## src/include/bus_hold_pkg.sv

```systemverilog
package bus_hold_pkg;
	// ------------------------------------------------------------
	// Bus geometry
	// ------------------------------------------------------------
	localparam int DATA_W = 32;
	localparam int ADDR_W = 24;
	localparam int IRQ_N = 4;
	localparam int PAGE_N = 4;
	// Page number sits in the top address bits
	localparam int PAGE_HI = 23;
	localparam int PAGE_LO = 22;

	// ------------------------------------------------------------
	// Reset values and counts
	// ------------------------------------------------------------
	// Location read after reset release to find the start address
	localparam logic [23:0] RESET_VECTOR_ADDR = 24'h000000;
	// Counts run with the strobe low before ready is sampled, so at least 4 strobe-low cycles; covers the ready synchroniser
	localparam logic [2:0] ACCESS_MIN_CYCLES = 3'h3;
	localparam logic [3:0] PAGES_IDLE = 4'hF;
	localparam logic [3:0] PAGE_ONE = 4'h1;
	localparam logic [31:0] DATA_RESET = 32'h00000000;
	localparam logic [23:0] ADDR_RESET = 24'h000000;

	typedef enum logic [2:0] {
		S_RESET,
		S_IDLE,
		S_ACCESS,
		S_HOLD,
		S_LOST
	} bus_state_t;
endpackage

```

## src/verilog/primary_bus_hold_control.sv

```systemverilog
`timescale 1ns/1ps
//Contract
// - 32-bit two-way data bus with keepers
// - Read_not_write high on reads, low writes
// - Strobe asserted for every external access
// - Four decoded page strobes from address
// - Access completes only after ready seen
// - Finish ongoing access before releasing bus
// - Float bus, suspend traffic while held
// - Drive acknowledge low answering hold request
// - Acknowledge high on hold high or ignore
// - Stay in reset while reset low (code: with shutdown also low it goes to S_LOST, core_in_reset low)
// - After reset fetch from vector location
// - Edge select makes interrupts edge detected
// - Acknowledge pulse only on acknowledge instruction
// - Shutdown low floats every pin
// - Shutdown corrupts state; reset restores it
// - Per-pin float set: shutdown, hold, reset
module primary_bus_hold_control (
	input wire logic clock,
	input wire logic rst,
	// Pins from the outside world
	input wire logic reset_in_n,
	input wire logic hold_request_n,
	input wire logic ready,
	input wire logic shutdown_tristate_n,
	input wire logic edge_detect_select,
	input wire logic [bus_hold_pkg::IRQ_N-1:0] external_irq_n,
	input wire logic boot_mode_select,
	input wire logic [bus_hold_pkg::DATA_W-1:0] data_in,
	// Core side
	input wire logic hold_ignore_bit,
	input wire logic req_valid,
	input wire logic req_write,
	input wire logic [bus_hold_pkg::ADDR_W-1:0] req_addr,
	input wire logic [bus_hold_pkg::DATA_W-1:0] req_wdata,
	input wire logic int_ack_strobe_exec,
	input wire logic [bus_hold_pkg::IRQ_N-1:0] irq_clear,
	output logic req_ready,
	output logic resp_valid,
	output logic [bus_hold_pkg::DATA_W-1:0] resp_rdata,
	output logic vector_valid,
	output logic [bus_hold_pkg::DATA_W-1:0] vector_addr,
	output logic core_in_reset,
	output logic state_lost,
	output logic [bus_hold_pkg::IRQ_N-1:0] irq_request,
	output logic boot_mode,
	// Pins to the outside world
	output logic [bus_hold_pkg::ADDR_W-1:0] address_lines,
	output logic address_oe,
	output logic [bus_hold_pkg::DATA_W-1:0] data_out,
	output logic data_oe,
	output logic [bus_hold_pkg::DATA_W-1:0] data_keeper,
	output logic read_not_write,
	output logic read_not_write_oe,
	output logic external_access_strobe_n,
	output logic strobe_oe,
	output logic [bus_hold_pkg::PAGE_N-1:0] page_select_strobes_n,
	output logic page_oe,
	output logic bus_release_ack_n,
	output logic release_ack_oe,
	output logic int_ack_strobe_n,
	output logic int_ack_oe
);
	import bus_hold_pkg::*;

	// ------------------------------------------------------------
	// Pin synchronisers
	// ------------------------------------------------------------
	localparam int SYNC_W = DATA_W + IRQ_N + 6;
	// Idle levels: hold and shutdown high, ready low, so no false request
	localparam logic [SYNC_W-1:0] SYNC_INIT = {{DATA_W{1'b0}},
		{IRQ_N{1'b1}}, 6'h18};
	logic [SYNC_W-1:0] sync_out;
	logic [DATA_W-1:0] data_s;
	logic [IRQ_N-1:0] irq_s;
	logic reset_s, hold_s, ready_s, shz_s, edge_s, boot_s;

	// Ready and data share latency, so read data lines up with ready
	pin_sync #(.WIDTH(SYNC_W), .INIT(SYNC_INIT)) u_sync (
		.clock(clock),
		.rst(rst),
		.din({data_in, external_irq_n, reset_in_n, hold_request_n,
			shutdown_tristate_n, ready, edge_detect_select,
			boot_mode_select}),
		.dout(sync_out)
	);
	assign {data_s, irq_s, reset_s, hold_s, shz_s, ready_s, edge_s,
		boot_s} = sync_out;

	// ------------------------------------------------------------
	// Bus sequencer
	// ------------------------------------------------------------
	bus_state_t state, next_state;
	logic [2:0] wait_cnt, next_wait_cnt;
	logic vec_pending, next_vec_pending;
	logic next_req_ready, next_resp_valid, next_vector_valid;
	logic [DATA_W-1:0] next_resp_rdata, next_vector_addr;
	logic next_core_in_reset, next_state_lost, next_boot_mode;
	logic [ADDR_W-1:0] next_address_lines;
	logic [DATA_W-1:0] next_data_out, next_data_keeper;
	logic next_read_not_write, next_strobe_n;
	logic [PAGE_N-1:0] next_page_n;
	logic next_ack_n, next_int_ack_strobe_n;
	logic next_addr_oe, next_data_oe, next_strobe_oe, next_io_oe;
	logic shz_on, hold_wanted, in_hold, in_reset;

	// Next state and pin values of the bus sequencer
	always_comb begin
		shz_on = !shz_s;
		hold_wanted = !hold_s && !hold_ignore_bit;
		next_state = state;
		next_wait_cnt = wait_cnt;
		next_vec_pending = vec_pending;
		next_resp_valid = 1'b0;
		next_vector_valid = 1'b0;
		next_resp_rdata = resp_rdata;
		next_vector_addr = vector_addr;
		next_state_lost = state_lost;
		next_address_lines = address_lines;
		next_data_out = data_out;
		next_read_not_write = read_not_write;
		next_boot_mode = boot_mode;
		case (state)
			S_RESET: begin
				next_boot_mode = boot_s;
				next_vec_pending = 1'b1;
				if (reset_s)
					next_state = S_IDLE;
			end
			S_IDLE: begin
				next_wait_cnt = 3'h0;
				if (vec_pending) begin
					next_state = S_ACCESS;
					next_address_lines = RESET_VECTOR_ADDR;
					next_read_not_write = 1'b1;
				end else if (req_valid && req_ready) begin
					next_state = S_ACCESS;
					next_address_lines = req_addr;
					next_read_not_write = !req_write;
					next_data_out = req_wdata;
				end else if (hold_wanted) begin
					next_state = S_HOLD;
				end
			end
			S_ACCESS: begin
				if (wait_cnt != ACCESS_MIN_CYCLES)
					next_wait_cnt = wait_cnt + 3'h1;
				else if (ready_s) begin
					next_state = S_IDLE;
					if (vec_pending) begin
						next_vec_pending = 1'b0;
						next_vector_valid = 1'b1;
						next_vector_addr = data_s;
					end else begin
						next_resp_valid = 1'b1;
						next_resp_rdata = data_s;
					end
				end
			end
			S_HOLD: begin
				// release on hold high or ignore bit
				if (!hold_wanted)
					next_state = S_IDLE;
			end
			S_LOST: begin
				next_state = S_LOST;
			end
			default: begin
				next_state = S_RESET;
			end
		endcase
		// shutdown spoils state until reset with it off
		if (shz_on) begin
			next_state = S_LOST;
			next_state_lost = 1'b1;
		end else if (!reset_s) begin
			// held in reset while the pin is low
			next_state = S_RESET;
			next_state_lost = 1'b0;
		end
		in_hold = next_state == S_HOLD;
		in_reset = next_state == S_RESET;
		next_core_in_reset = in_reset;
		next_req_ready = next_state == S_IDLE && !next_vec_pending &&
			!in_hold;
		next_strobe_n = next_state != S_ACCESS;
		// one page strobe per address page
		next_page_n = next_strobe_n ? PAGES_IDLE :
			~(PAGE_ONE << next_address_lines[PAGE_HI:PAGE_LO]);
		next_ack_n = !in_hold;
		// one low cycle per acknowledge instruction
		next_int_ack_strobe_n = !int_ack_strobe_exec;
		next_addr_oe = !shz_on && !in_hold && !in_reset;
		next_strobe_oe = !shz_on && !in_hold;
		next_io_oe = !shz_on;
		// data floats in hold; driven only for writes
		next_data_oe = !shz_on && !in_hold &&
			next_state == S_ACCESS && !next_read_not_write;
		// keeper follows the last level on the lines
		next_data_keeper = next_data_oe ? next_data_out : data_s;
	end

	// Bus sequencer registers; every pin comes from here
	always_ff @(posedge clock or posedge rst) begin
		if (rst) begin
			state <= S_RESET;
			wait_cnt <= 3'h0;
			vec_pending <= 1'b1;
			req_ready <= 1'b0;
			resp_valid <= 1'b0;
			resp_rdata <= DATA_RESET;
			vector_valid <= 1'b0;
			vector_addr <= DATA_RESET;
			core_in_reset <= 1'b1;
			state_lost <= 1'b0;
			boot_mode <= 1'b0;
			address_lines <= ADDR_RESET;
			address_oe <= 1'b0;
			data_out <= DATA_RESET;
			data_oe <= 1'b0;
			data_keeper <= DATA_RESET;
			read_not_write <= 1'b1;
			read_not_write_oe <= 1'b0;
			external_access_strobe_n <= 1'b1;
			strobe_oe <= 1'b0;
			page_select_strobes_n <= PAGES_IDLE;
			page_oe <= 1'b0;
			bus_release_ack_n <= 1'b1;
			release_ack_oe <= 1'b0;
			int_ack_strobe_n <= 1'b1;
			int_ack_oe <= 1'b0;
		end else begin
			state <= next_state;
			wait_cnt <= next_wait_cnt;
			vec_pending <= next_vec_pending;
			req_ready <= next_req_ready;
			resp_valid <= next_resp_valid;
			resp_rdata <= next_resp_rdata;
			vector_valid <= next_vector_valid;
			vector_addr <= next_vector_addr;
			core_in_reset <= next_core_in_reset;
			state_lost <= next_state_lost;
			boot_mode <= next_boot_mode;
			address_lines <= next_address_lines;
			address_oe <= next_addr_oe;
			data_out <= next_data_out;
			data_oe <= next_data_oe;
			data_keeper <= next_data_keeper;
			read_not_write <= next_read_not_write;
			read_not_write_oe <= next_addr_oe;
			external_access_strobe_n <= next_strobe_n;
			strobe_oe <= next_strobe_oe;
			page_select_strobes_n <= next_page_n;
			page_oe <= next_addr_oe;
			bus_release_ack_n <= next_ack_n;
			release_ack_oe <= next_io_oe;
			int_ack_strobe_n <= next_int_ack_strobe_n;
			int_ack_oe <= next_io_oe;
		end
	end

	// ------------------------------------------------------------
	// Interrupt detection
	// ------------------------------------------------------------
	logic [IRQ_N-1:0] irq_prev, next_irq_prev, next_irq_request, irq_fall;

	// Edge flags are sticky; a new edge beats a clear in the same cycle
	always_comb begin
		next_irq_prev = irq_s;
		irq_fall = irq_prev & ~irq_s;
		for (int i = 0; i < IRQ_N; i++) begin
			if (edge_s)
				next_irq_request[i] = irq_fall[i] ||
					(irq_request[i] && !irq_clear[i]);
			else
				next_irq_request[i] = !irq_s[i];
		end
	end

	// Interrupt registers
	always_ff @(posedge clock or posedge rst) begin
		if (rst) begin
			irq_prev <= {IRQ_N{1'b1}};
			irq_request <= {IRQ_N{1'b0}};
		end else begin
			irq_prev <= next_irq_prev;
			irq_request <= next_irq_request;
		end
	end

	// ------------------------------------------------------------
	// Checks
	// ------------------------------------------------------------
	write_dir_a: assert property (@(posedge clock) disable iff (rst)
		data_oe |-> !read_not_write && !external_access_strobe_n)
		else $error("data driven outside a write access");
	access_strobe_a: assert property (@(posedge clock) disable iff (rst)
		resp_valid || vector_valid |-> $past(!external_access_strobe_n, 1)
			&& external_access_strobe_n)
		else $error("access finished without strobe");
	page_decode_a: assert property (@(posedge clock) disable iff (rst)
		!external_access_strobe_n |-> page_select_strobes_n ==
			~(PAGE_ONE << address_lines[PAGE_HI:PAGE_LO]))
		else $error("page strobe does not match address");
	ready_wait_a: assert property (@(posedge clock) disable iff (rst)
		$rose(external_access_strobe_n) && !core_in_reset &&
			!state_lost |-> $past(ready_s, 1))
		else $error("access ended without ready");
	hold_quiet_a: assert property (@(posedge clock) disable iff (rst)
		!bus_release_ack_n |-> !address_oe && !data_oe && !strobe_oe &&
			!read_not_write_oe && external_access_strobe_n)
		else $error("bus driven while held");
	ack_cause_a: assert property (@(posedge clock) disable iff (rst)
		$fell(bus_release_ack_n) |-> $past(!hold_s && !hold_ignore_bit, 1))
		else $error("acknowledge without hold request");
	ack_release_a: assert property (@(posedge clock) disable iff (rst)
		!bus_release_ack_n && (hold_s || hold_ignore_bit) |=>
			bus_release_ack_n)
		else $error("acknowledge not released");
	reset_hold_a: assert property (@(posedge clock) disable iff (rst)
		!reset_s && shz_s |=> core_in_reset && !address_oe && !page_oe)
		else $error("not in reset while reset pin low");
	int_ack_strobe_pulse_a: assert property (@(posedge clock) disable iff (rst)
		$fell(int_ack_strobe_n) |-> $past(int_ack_strobe_exec, 1) ##1
			(int_ack_strobe_n == !$past(int_ack_strobe_exec, 1)))
		else $error("acknowledge pulse without instruction");
	shutdown_float_a: assert property (@(posedge clock) disable iff (rst)
		!shz_s |=> !address_oe && !data_oe && !strobe_oe && !page_oe &&
			!release_ack_oe && !int_ack_oe && state_lost)
		else $error("pin driven during shutdown");
endmodule // primary_bus_hold_control

```

## src/verilog/pin_sync.sv

```systemverilog
`timescale 1ns/1ps
// Two-flop synchroniser for pins arriving from outside the clock domain
module pin_sync #(
	parameter int WIDTH = 1,
	parameter logic [WIDTH-1:0] INIT = '0
) (
	input wire logic clock,
	input wire logic rst,
	input wire logic [WIDTH-1:0] din,
	output logic [WIDTH-1:0] dout
);
	logic [WIDTH-1:0] meta;

	// First stage is read only by the second
	always_ff @(posedge clock or posedge rst) begin
		if (rst) begin
			meta <= INIT;
			dout <= INIT;
		end else begin
			meta <= din;
			dout <= meta;
		end
	end
endmodule // pin_sync

```

## config.mk

```make
export PLATFORM = sky130hd
export DESIGN_NAME = primary_bus_hold_control
export DESIGN_NICKNAME = d
export VERILOG_FILES = /design/src/include/bus_hold_pkg.sv /design/src/verilog/primary_bus_hold_control.sv /design/src/verilog/pin_sync.sv
export SDC_FILE = /design/constraint.sdc
export NUM_CORES = 1
export LEC_CHECK = 0
export BUFFER_PORTS_ARGS = -buffer_cell sky130_fd_sc_hd__buf_2
export CAP_MARGIN = 20
export CORE_MARGIN = 2
export CORE_UTILIZATION = 43
export CTS_CLUSTER_SIZE = 30
export DETAILED_ROUTE_END_ITERATION = 8
export PLACE_DENSITY = 0.74
export SLEW_MARGIN = 30
export SYNTH_ARGS = -nofsm -noshare
export SYNTH_HDL_FRONTEND = slang
export SYNTH_SLANG_ARGS = --single-unit
```

## constraint.sdc

```tcl
create_clock -name clock -period 8.5 [get_ports clock]
set_clock_uncertainty 0.05 [all_clocks]
set_input_delay 1.275 -clock clock [delete_from_list [all_inputs] [get_ports clock]]
set_output_delay 1.275 -clock clock [all_outputs]
set_load 0.03 [all_outputs]
```

## After elaboration in Yosys (flattened, before gate mapping)

Index checks and enable logic that the tools add are counted.
Widths: inputs -> output; s select.

| word-level totals | value |
|---|---|
| register bits after elaboration | 269 |
| latch bits | 0 |
| bits in writable memories | 0 |
| bits in read-only memories | 0 |
| bits of input ports | 108 |
| output and inout bits | 177 |
| word-level logic and storage cells | 125 |
| memories | 0 |

| operators by class | value |
|---|---|
| add/subtract/negate cells | 1 |
| $mul | 0 |
| div/mod/pow operators | 0 |
| $lt $le $gt $ge | 0 |
| equal/unequal tests | 11 |
| shift operators | 1 |
| muxes and demuxes | 39 |
| bitwise logic cells | 5 |
| reduce and logical (&&, ||, !) cells | 40 |

Operator list:

| cell | count |
|---|---|
| $mux 32 | 4 |
| $mux 24 | 3 |
| $mux 3 | 9 |
| $mux 1 | 19 |
| $logic_not 1->1 | 16 |
| $pmux 3 s5 | 1 |
| $eq 3x2->1 const B | 4 |
| $logic_and 1x1->1 | 12 |
| $not 4->4 | 2 |
| $reduce_and 4->1 | 2 |
| $eq 3x1->1 const B | 2 |
| $logic_not 3->1 | 2 |
| $ne 3x2->1 const B | 2 |
| $pmux 3 s2 | 1 |
| $and 4x4->4 | 1 |
| $logic_or 1x1->1 | 4 |
| $mux 4 | 1 |
| $ne 2x2->1 const B | 2 |
| $reduce_and 2->1 | 2 |
| $reduce_bool 2->1 | 2 |
| $shl 1x2->4 const A | 1 |
| $add 3x1->3 const B | 1 |
| $eq 3x3->1 const B | 1 |
| $not 1->1 | 2 |
| $pmux 1 s2 | 1 |

## Depth between registers and ports, before layout

| logic depth | value |
|---|---|
| depth in word-level cells | 14 |
| mapped depth | 9 |
| depth with buffers taken out | 8 |

## By module

A second synthesis with hierarchy kept.

| second synthesis, totals | value |
|---|---|
| cells, all modules | 594 |
| area, all modules | 9170.0 sq um |

Modules (own cells, without submodules):

| module | times used | cells each | area each (sq um) | sequential area each (sq um) |
|---|---|---|---|---|
| primary_bus_hold_control | 1 | 509 | 7049.3 | 4647.0 |
| pin_sync | 1 | 85 | 2120.8 | 2117.0 |

## Least setup slack after synthesis

No wires, ideal clock.

| timing path | value |
|---|---|
| kind | input -> register |
| start point | input req_valid |
| end point | register data_keeper[10] in the netlist's numbering |
| library setup time | 0.125 ns |
| data arrival time | 2.743 ns |
| data required time | 8.325 ns |
| slack | 5.582 ns |
| stages | 7 |
| buffers on the path | 2 |
| cell sequence | a21o_1 -> a221oi_1 -> a211o_1 -> or2_1 -> buf_6 -> buf_6 -> mux2_4 |

| on the way | value |
|---|---|
| cells in the longest elaborated chain, start to end | 12 |
| elaborated cells between the ends (all ways) | 20 |
| those cells by class | 2 x eq/ne; 12 x mux; 6 x reduce/logical |

Ends and longest elaborated chain:

| what | line | text |
|---|---|---|
| from (decl) | primary_bus_hold_control.sv:33 | `input wire logic req_valid,` |
| $logic_and 1x1->1 (*) | primary_bus_hold_control.sv:137 | `end else if (req_valid && req_ready) begin` |
| $mux 3 | primary_bus_hold_control.sv:137 |  |
| $mux 3 | primary_bus_hold_control.sv:133 | `if (vec_pending) begin` |
| $pmux 3 s5 | primary_bus_hold_control.sv:124 | `case (state)` |
| $mux 3 | primary_bus_hold_control.sv:177 | `end else if (!reset_s) begin` |
| $mux 3 | primary_bus_hold_control.sv:174 | `if (shz_on) begin` |
| $eq 3x2->1 | primary_bus_hold_control.sv:182 | `in_hold = next_state == S_HOLD;` |
| $logic_not 1->1 | primary_bus_hold_control.sv:198 | `next_data_oe = !shz_on && !in_hold &&` |
| $logic_and 1x1->1 (2 in a row) | primary_bus_hold_control.sv:198 |  |
| $logic_and 1x1->1 | primary_bus_hold_control.sv:199 | `next_state == S_ACCESS && !next_read_not_write;` |
| $mux 32 (*) | primary_bus_hold_control.sv:201 | `next_data_keeper = next_data_oe ? next_data_out : data_s;` |
| net next_data_keeper[10] | primary_bus_hold_control.sv:101 | `logic [DATA_W-1:0] next_data_out, next_data_keeper;` |
| to (signal assigned) | primary_bus_hold_control.sv:249 | `data_keeper <= next_data_keeper;` |
| to (decl) | primary_bus_hold_control.sv:53 | `output logic [bus_hold_pkg::DATA_W-1:0] data_keeper,` |

Mark *: on every way through the listed nets, which the timed path passes. The rest lies on a longest branch.
A chain may end at the register's enable or synchronous reset.

## Worst setup path in the final report

| timing path | value |
|---|---|
| start point | input req_valid |
| end point | register data_keeper[1] in the netlist's numbering |

| on the way | value |
|---|---|
| elaborated cells between the ends (all ways) | 20 |
| those cells by class | 2 x eq/ne; 12 x mux; 6 x reduce/logical |

RTL lines:

| what | line | text |
|---|---|---|
| $logic_and 1x1->1 | primary_bus_hold_control.sv:137 |  |
| $mux 1 | primary_bus_hold_control.sv:137 |  |
| $mux 1 | primary_bus_hold_control.sv:133 |  |
| $mux 1 | primary_bus_hold_control.sv:124 |  |
| net next_read_not_write | primary_bus_hold_control.sv:102 | `logic next_read_not_write, next_strobe_n;` |
| $logic_not 1->1 | primary_bus_hold_control.sv:199 |  |
| $logic_and 1x1->1 | primary_bus_hold_control.sv:199 |  |
| $mux 32 | primary_bus_hold_control.sv:201 |  |
| net next_data_keeper[1] | primary_bus_hold_control.sv:101 |  |

The timed path passes the listed nets, and every way through them passes these cells.

==> metrics.md <==
| Metric | Value |
|---|---|
| Worst EP arrival | `between 3000 and 4000 ps` |
| Cts hold-fix bufs | `0` |
| Detailed-route via count | `approximately 5300` |
| Final Setup Violations | `0` |
| Count of final max-slew check failures | `0` |
| # fillers | `approximately 1700` |
| Post-synthesis cell area | `slightly above 9000 um2` |
| Critical Path Source Type | `primary input` |
| Antenna violations before repair | `0` |
| Net Count, Synth | `~630` |
| Post-synth EDFFs | `0` |
| Register area share after synthesis | `0.7400` |
| Post-synth cell types | `39` |
| First-pass GRT wire length | `around 30 mm` |
| CTS sink cnt | `between 200 and 300` |
| I/O Buffers | `284` |
| WL final | `about 20 mm` |
| Hold Fails Final Rpt | `0` |
| Number of core rows | `53` |
| Power density over the cells | `roughly 240 nW/um2` |
| Worst-path clk slew | `approximately 60 ps` |
| Crit path required time | `8850 ps` |
| Area leader, netlist | `dfrtp_1` |
| CP Capture Type | `flop` |
| Cts repair resizes | `0` |
| Register-to-register setup slack | `between 5000 and 6000 ps` |
| Layout Cells excl Fill | `between 1000 and 1500` |
| Max cap viols | `0` |
| Chip Height | `about 150 um` |
| Fmax | `between 0.2 and 0.3 GHz` |
| Mean area per synthesized cell | `~17 um2` |
| I/O pin total | `about 290` |
| Crit path max fanout | `38` |
| Area contributors post-synth | `dfrtp_1 (67%), mux2_2 (12%), dfstp_2 (7.5%)` |
| Pre-Repair DR Iteration Count | `4` |
| Static leakage power | `between 6 and 7 nW` |
| Setup CP Type | `primary input to flop` |
| Vias in the first global route | `about 5500` |
| Antenna viol nets, final | `0` |
| Share of cells above drive strength 1 | `0.5883` |
| Initial DRC Count | `154` |
| Setup TNS | `0 ps` |
| Remaining Overflow, GRT | `0` |
| Core Box Area | `around 21000 um2` |
| Global Route Usage Sum | `0.1744` |
| Worst Hold Slack | `between 200 and 300 ps` |
| Clock tree buffer depth | `3` |
| Worst setup margin | `5030 ps` |
| Worst-Skew Late Latency | `roughly 520 ps` |
| Largest net degree at the start of global routing | `between 100 and 150` |
| CTS tree | `built` |
| CTS H-tree depth | `1` |
| Outcome | `finished, final reports clean` |
| Share of async-settable or async-resettable flops after synthesis | `1.000` |
| Post-CTS setup buffer count | `0` |
| TritonCTS buffer count | `27` |
| Synthesis-to-finish area growth | `29.08%` |
| Routed length per instance | `17.90 um` |
| Cells after DPL | `approximately 1100` |
| Root Driver | `clkbuf_16` |
| Die area | `between 20000 and 25000 um2` |
| Yosys reg bits | `~270` |
| Min cycle time layout | `about 3500 ps` |
| Share of the synthesized area in the top cell type | `0.6653` |
| Hold Crit Class | `flop to flop` |
| Worst vdd ir | `around 150 uV` |
| Total power | `approximately 2.8 mW` |
| Slew Limit Headroom | `0.5476` |
| Dpl hpwl | `~14 mm` |
| Drt via density | `4.792` |
| DRC Markers | `0` |
| Cells after Synth | `523` |
| Period utilization | `0.4083` |
| Actual slew at the worst max-slew pin | `678.6 ps` |
| Pre-CTS setup slack | `4463 ps` |
| Yosys warnings | `0` |
| Die width | `around 150 um` |
| Starting Density | `0.4362` |
| Post-synth top flop | `dfrtp_1` |
| Gpl congestion | `about 0.8` |
| Nets | `roughly 930` |
| RSZ-0062 raised after global routing | `no` |
==> metal layers <==
layer	global-route usage	part of all wire	vias to the layer above
li1	-	-	2411
met5	0	0	-
met4	0.05755	0.029	0
met1	0.2303	0.42	2646
met2	0.2761	0.46	234
met3	0.05518	0.090	47
==> layout make-up <==
class / count / area [um2] / share of cell area
inverters: 8 / 33.78 / 0.002863
well taps: 275 / 344.1 / 0.02917
multi-input cells: 221 / 2207 / 0.1871
flip-flops and latches: 269 / 6764 / 0.5733
clock buffers: 42 / 812.0 / 0.06883
clock inverters: 7 / 135.1 / 0.01145
repair buffers: 291 / 1499 / 0.1271
diodes: 1 / 2.502 / 0.0002121
==> registers in the layout, summed over array words and instances (netlist names), 4 cells and up <==
register and flops:
resp_rdata 32, irq_prev 4, vector_addr 32, page_select_strobes_n 4, u_sync.meta 42, irq_request 4
address_lines 24, data_keeper 32, data_out 32, u_sync.dout 42
==> power by group <==
| part | switching (mW) | internal, mW | leakage, nW | total (mW) |
|---|---|---|---|---|
| Clock | 0.465 | 0.773 | 0.467 | 1.24 |
| Combinational | 0.140 | 0.0760 | 2.41 | 0.216 |
| Sequential | 0.0309 | 1.34 | 3.35 | 1.37 |
==> synthesized netlist by cell type, types with 2 or more instances <==
master	count
nand3b_1	3
nand2_1	12
inv_1	8
buf_2	8
or3_1	3
dfrtp_1	243
nor3_1	6
ha_1	2
nor2b_1	7
nand2b_1	3
mux2_4	29
buf_1	3
o21ai_0	6
dfstp_2	26
mux2_1	3
clkbuf_1	5
a21o_1	2
buf_4	4
a22oi_1	3
a22o_1	23
buf_6	5
a21oi_1	4
o22ai_1	3
mux2_2	97
==> layout by cell type, fill, tap and decap left out, types with 5 or more instances in the layout <==
master,instances
clkbuf_16,27
nor2b_1,7
nand2_1,11
buf_2,284
mux2_2,97
clkbuf_1,7
dfstp_2,26
nor3_1,6
a22o_1,23
o21ai_0,6
mux2_4,29
inv_1,7
dfrtp_1,243
buf_4,5
clkbuf_8,8
==> critical path, stage by stage <==
cell and delay (ps):
buf_2 80, and3b_1 160, and3_2 580, buf_4 520
a21oi_1 160, or2_2 290, buf_4 340, mux2_1 390
==> through the flow <==
step	instance area, um2	utilization
final	11800	0.5630
after global routing	11800	0.5629
after CTS	11800	0.5629
after detailed placement	10850	0.5177
after global placement	10820	0.5165
after floorplan	9144	-
==> cells by family after synthesis <==
group	after synthesis	synth area share
flops	269	0.7400
buf+inv	33	0.02040
simple gates	44	0.02806
compound gates	46	0.03792
fa+ha+maj	2	0.002737
mux	129	0.1708
==> path summary, 6_finish.rpt <==
kind,start,endpoint,cells past startpoint
setup reg to reg,state[0],data_keeper[1],6
hold reg to reg,u_sync.meta[5],u_sync.dout[5],0
hold / removal,u_sync.meta[5],u_sync.dout[5],0
max in group asynchronous,rst,resp_rdata[15],5
min in group asynchronous,rst,irq_request[3],2
setup / recovery,req_valid,data_keeper[1],8
Note: power is estimated with default switching activity, not from simulation.
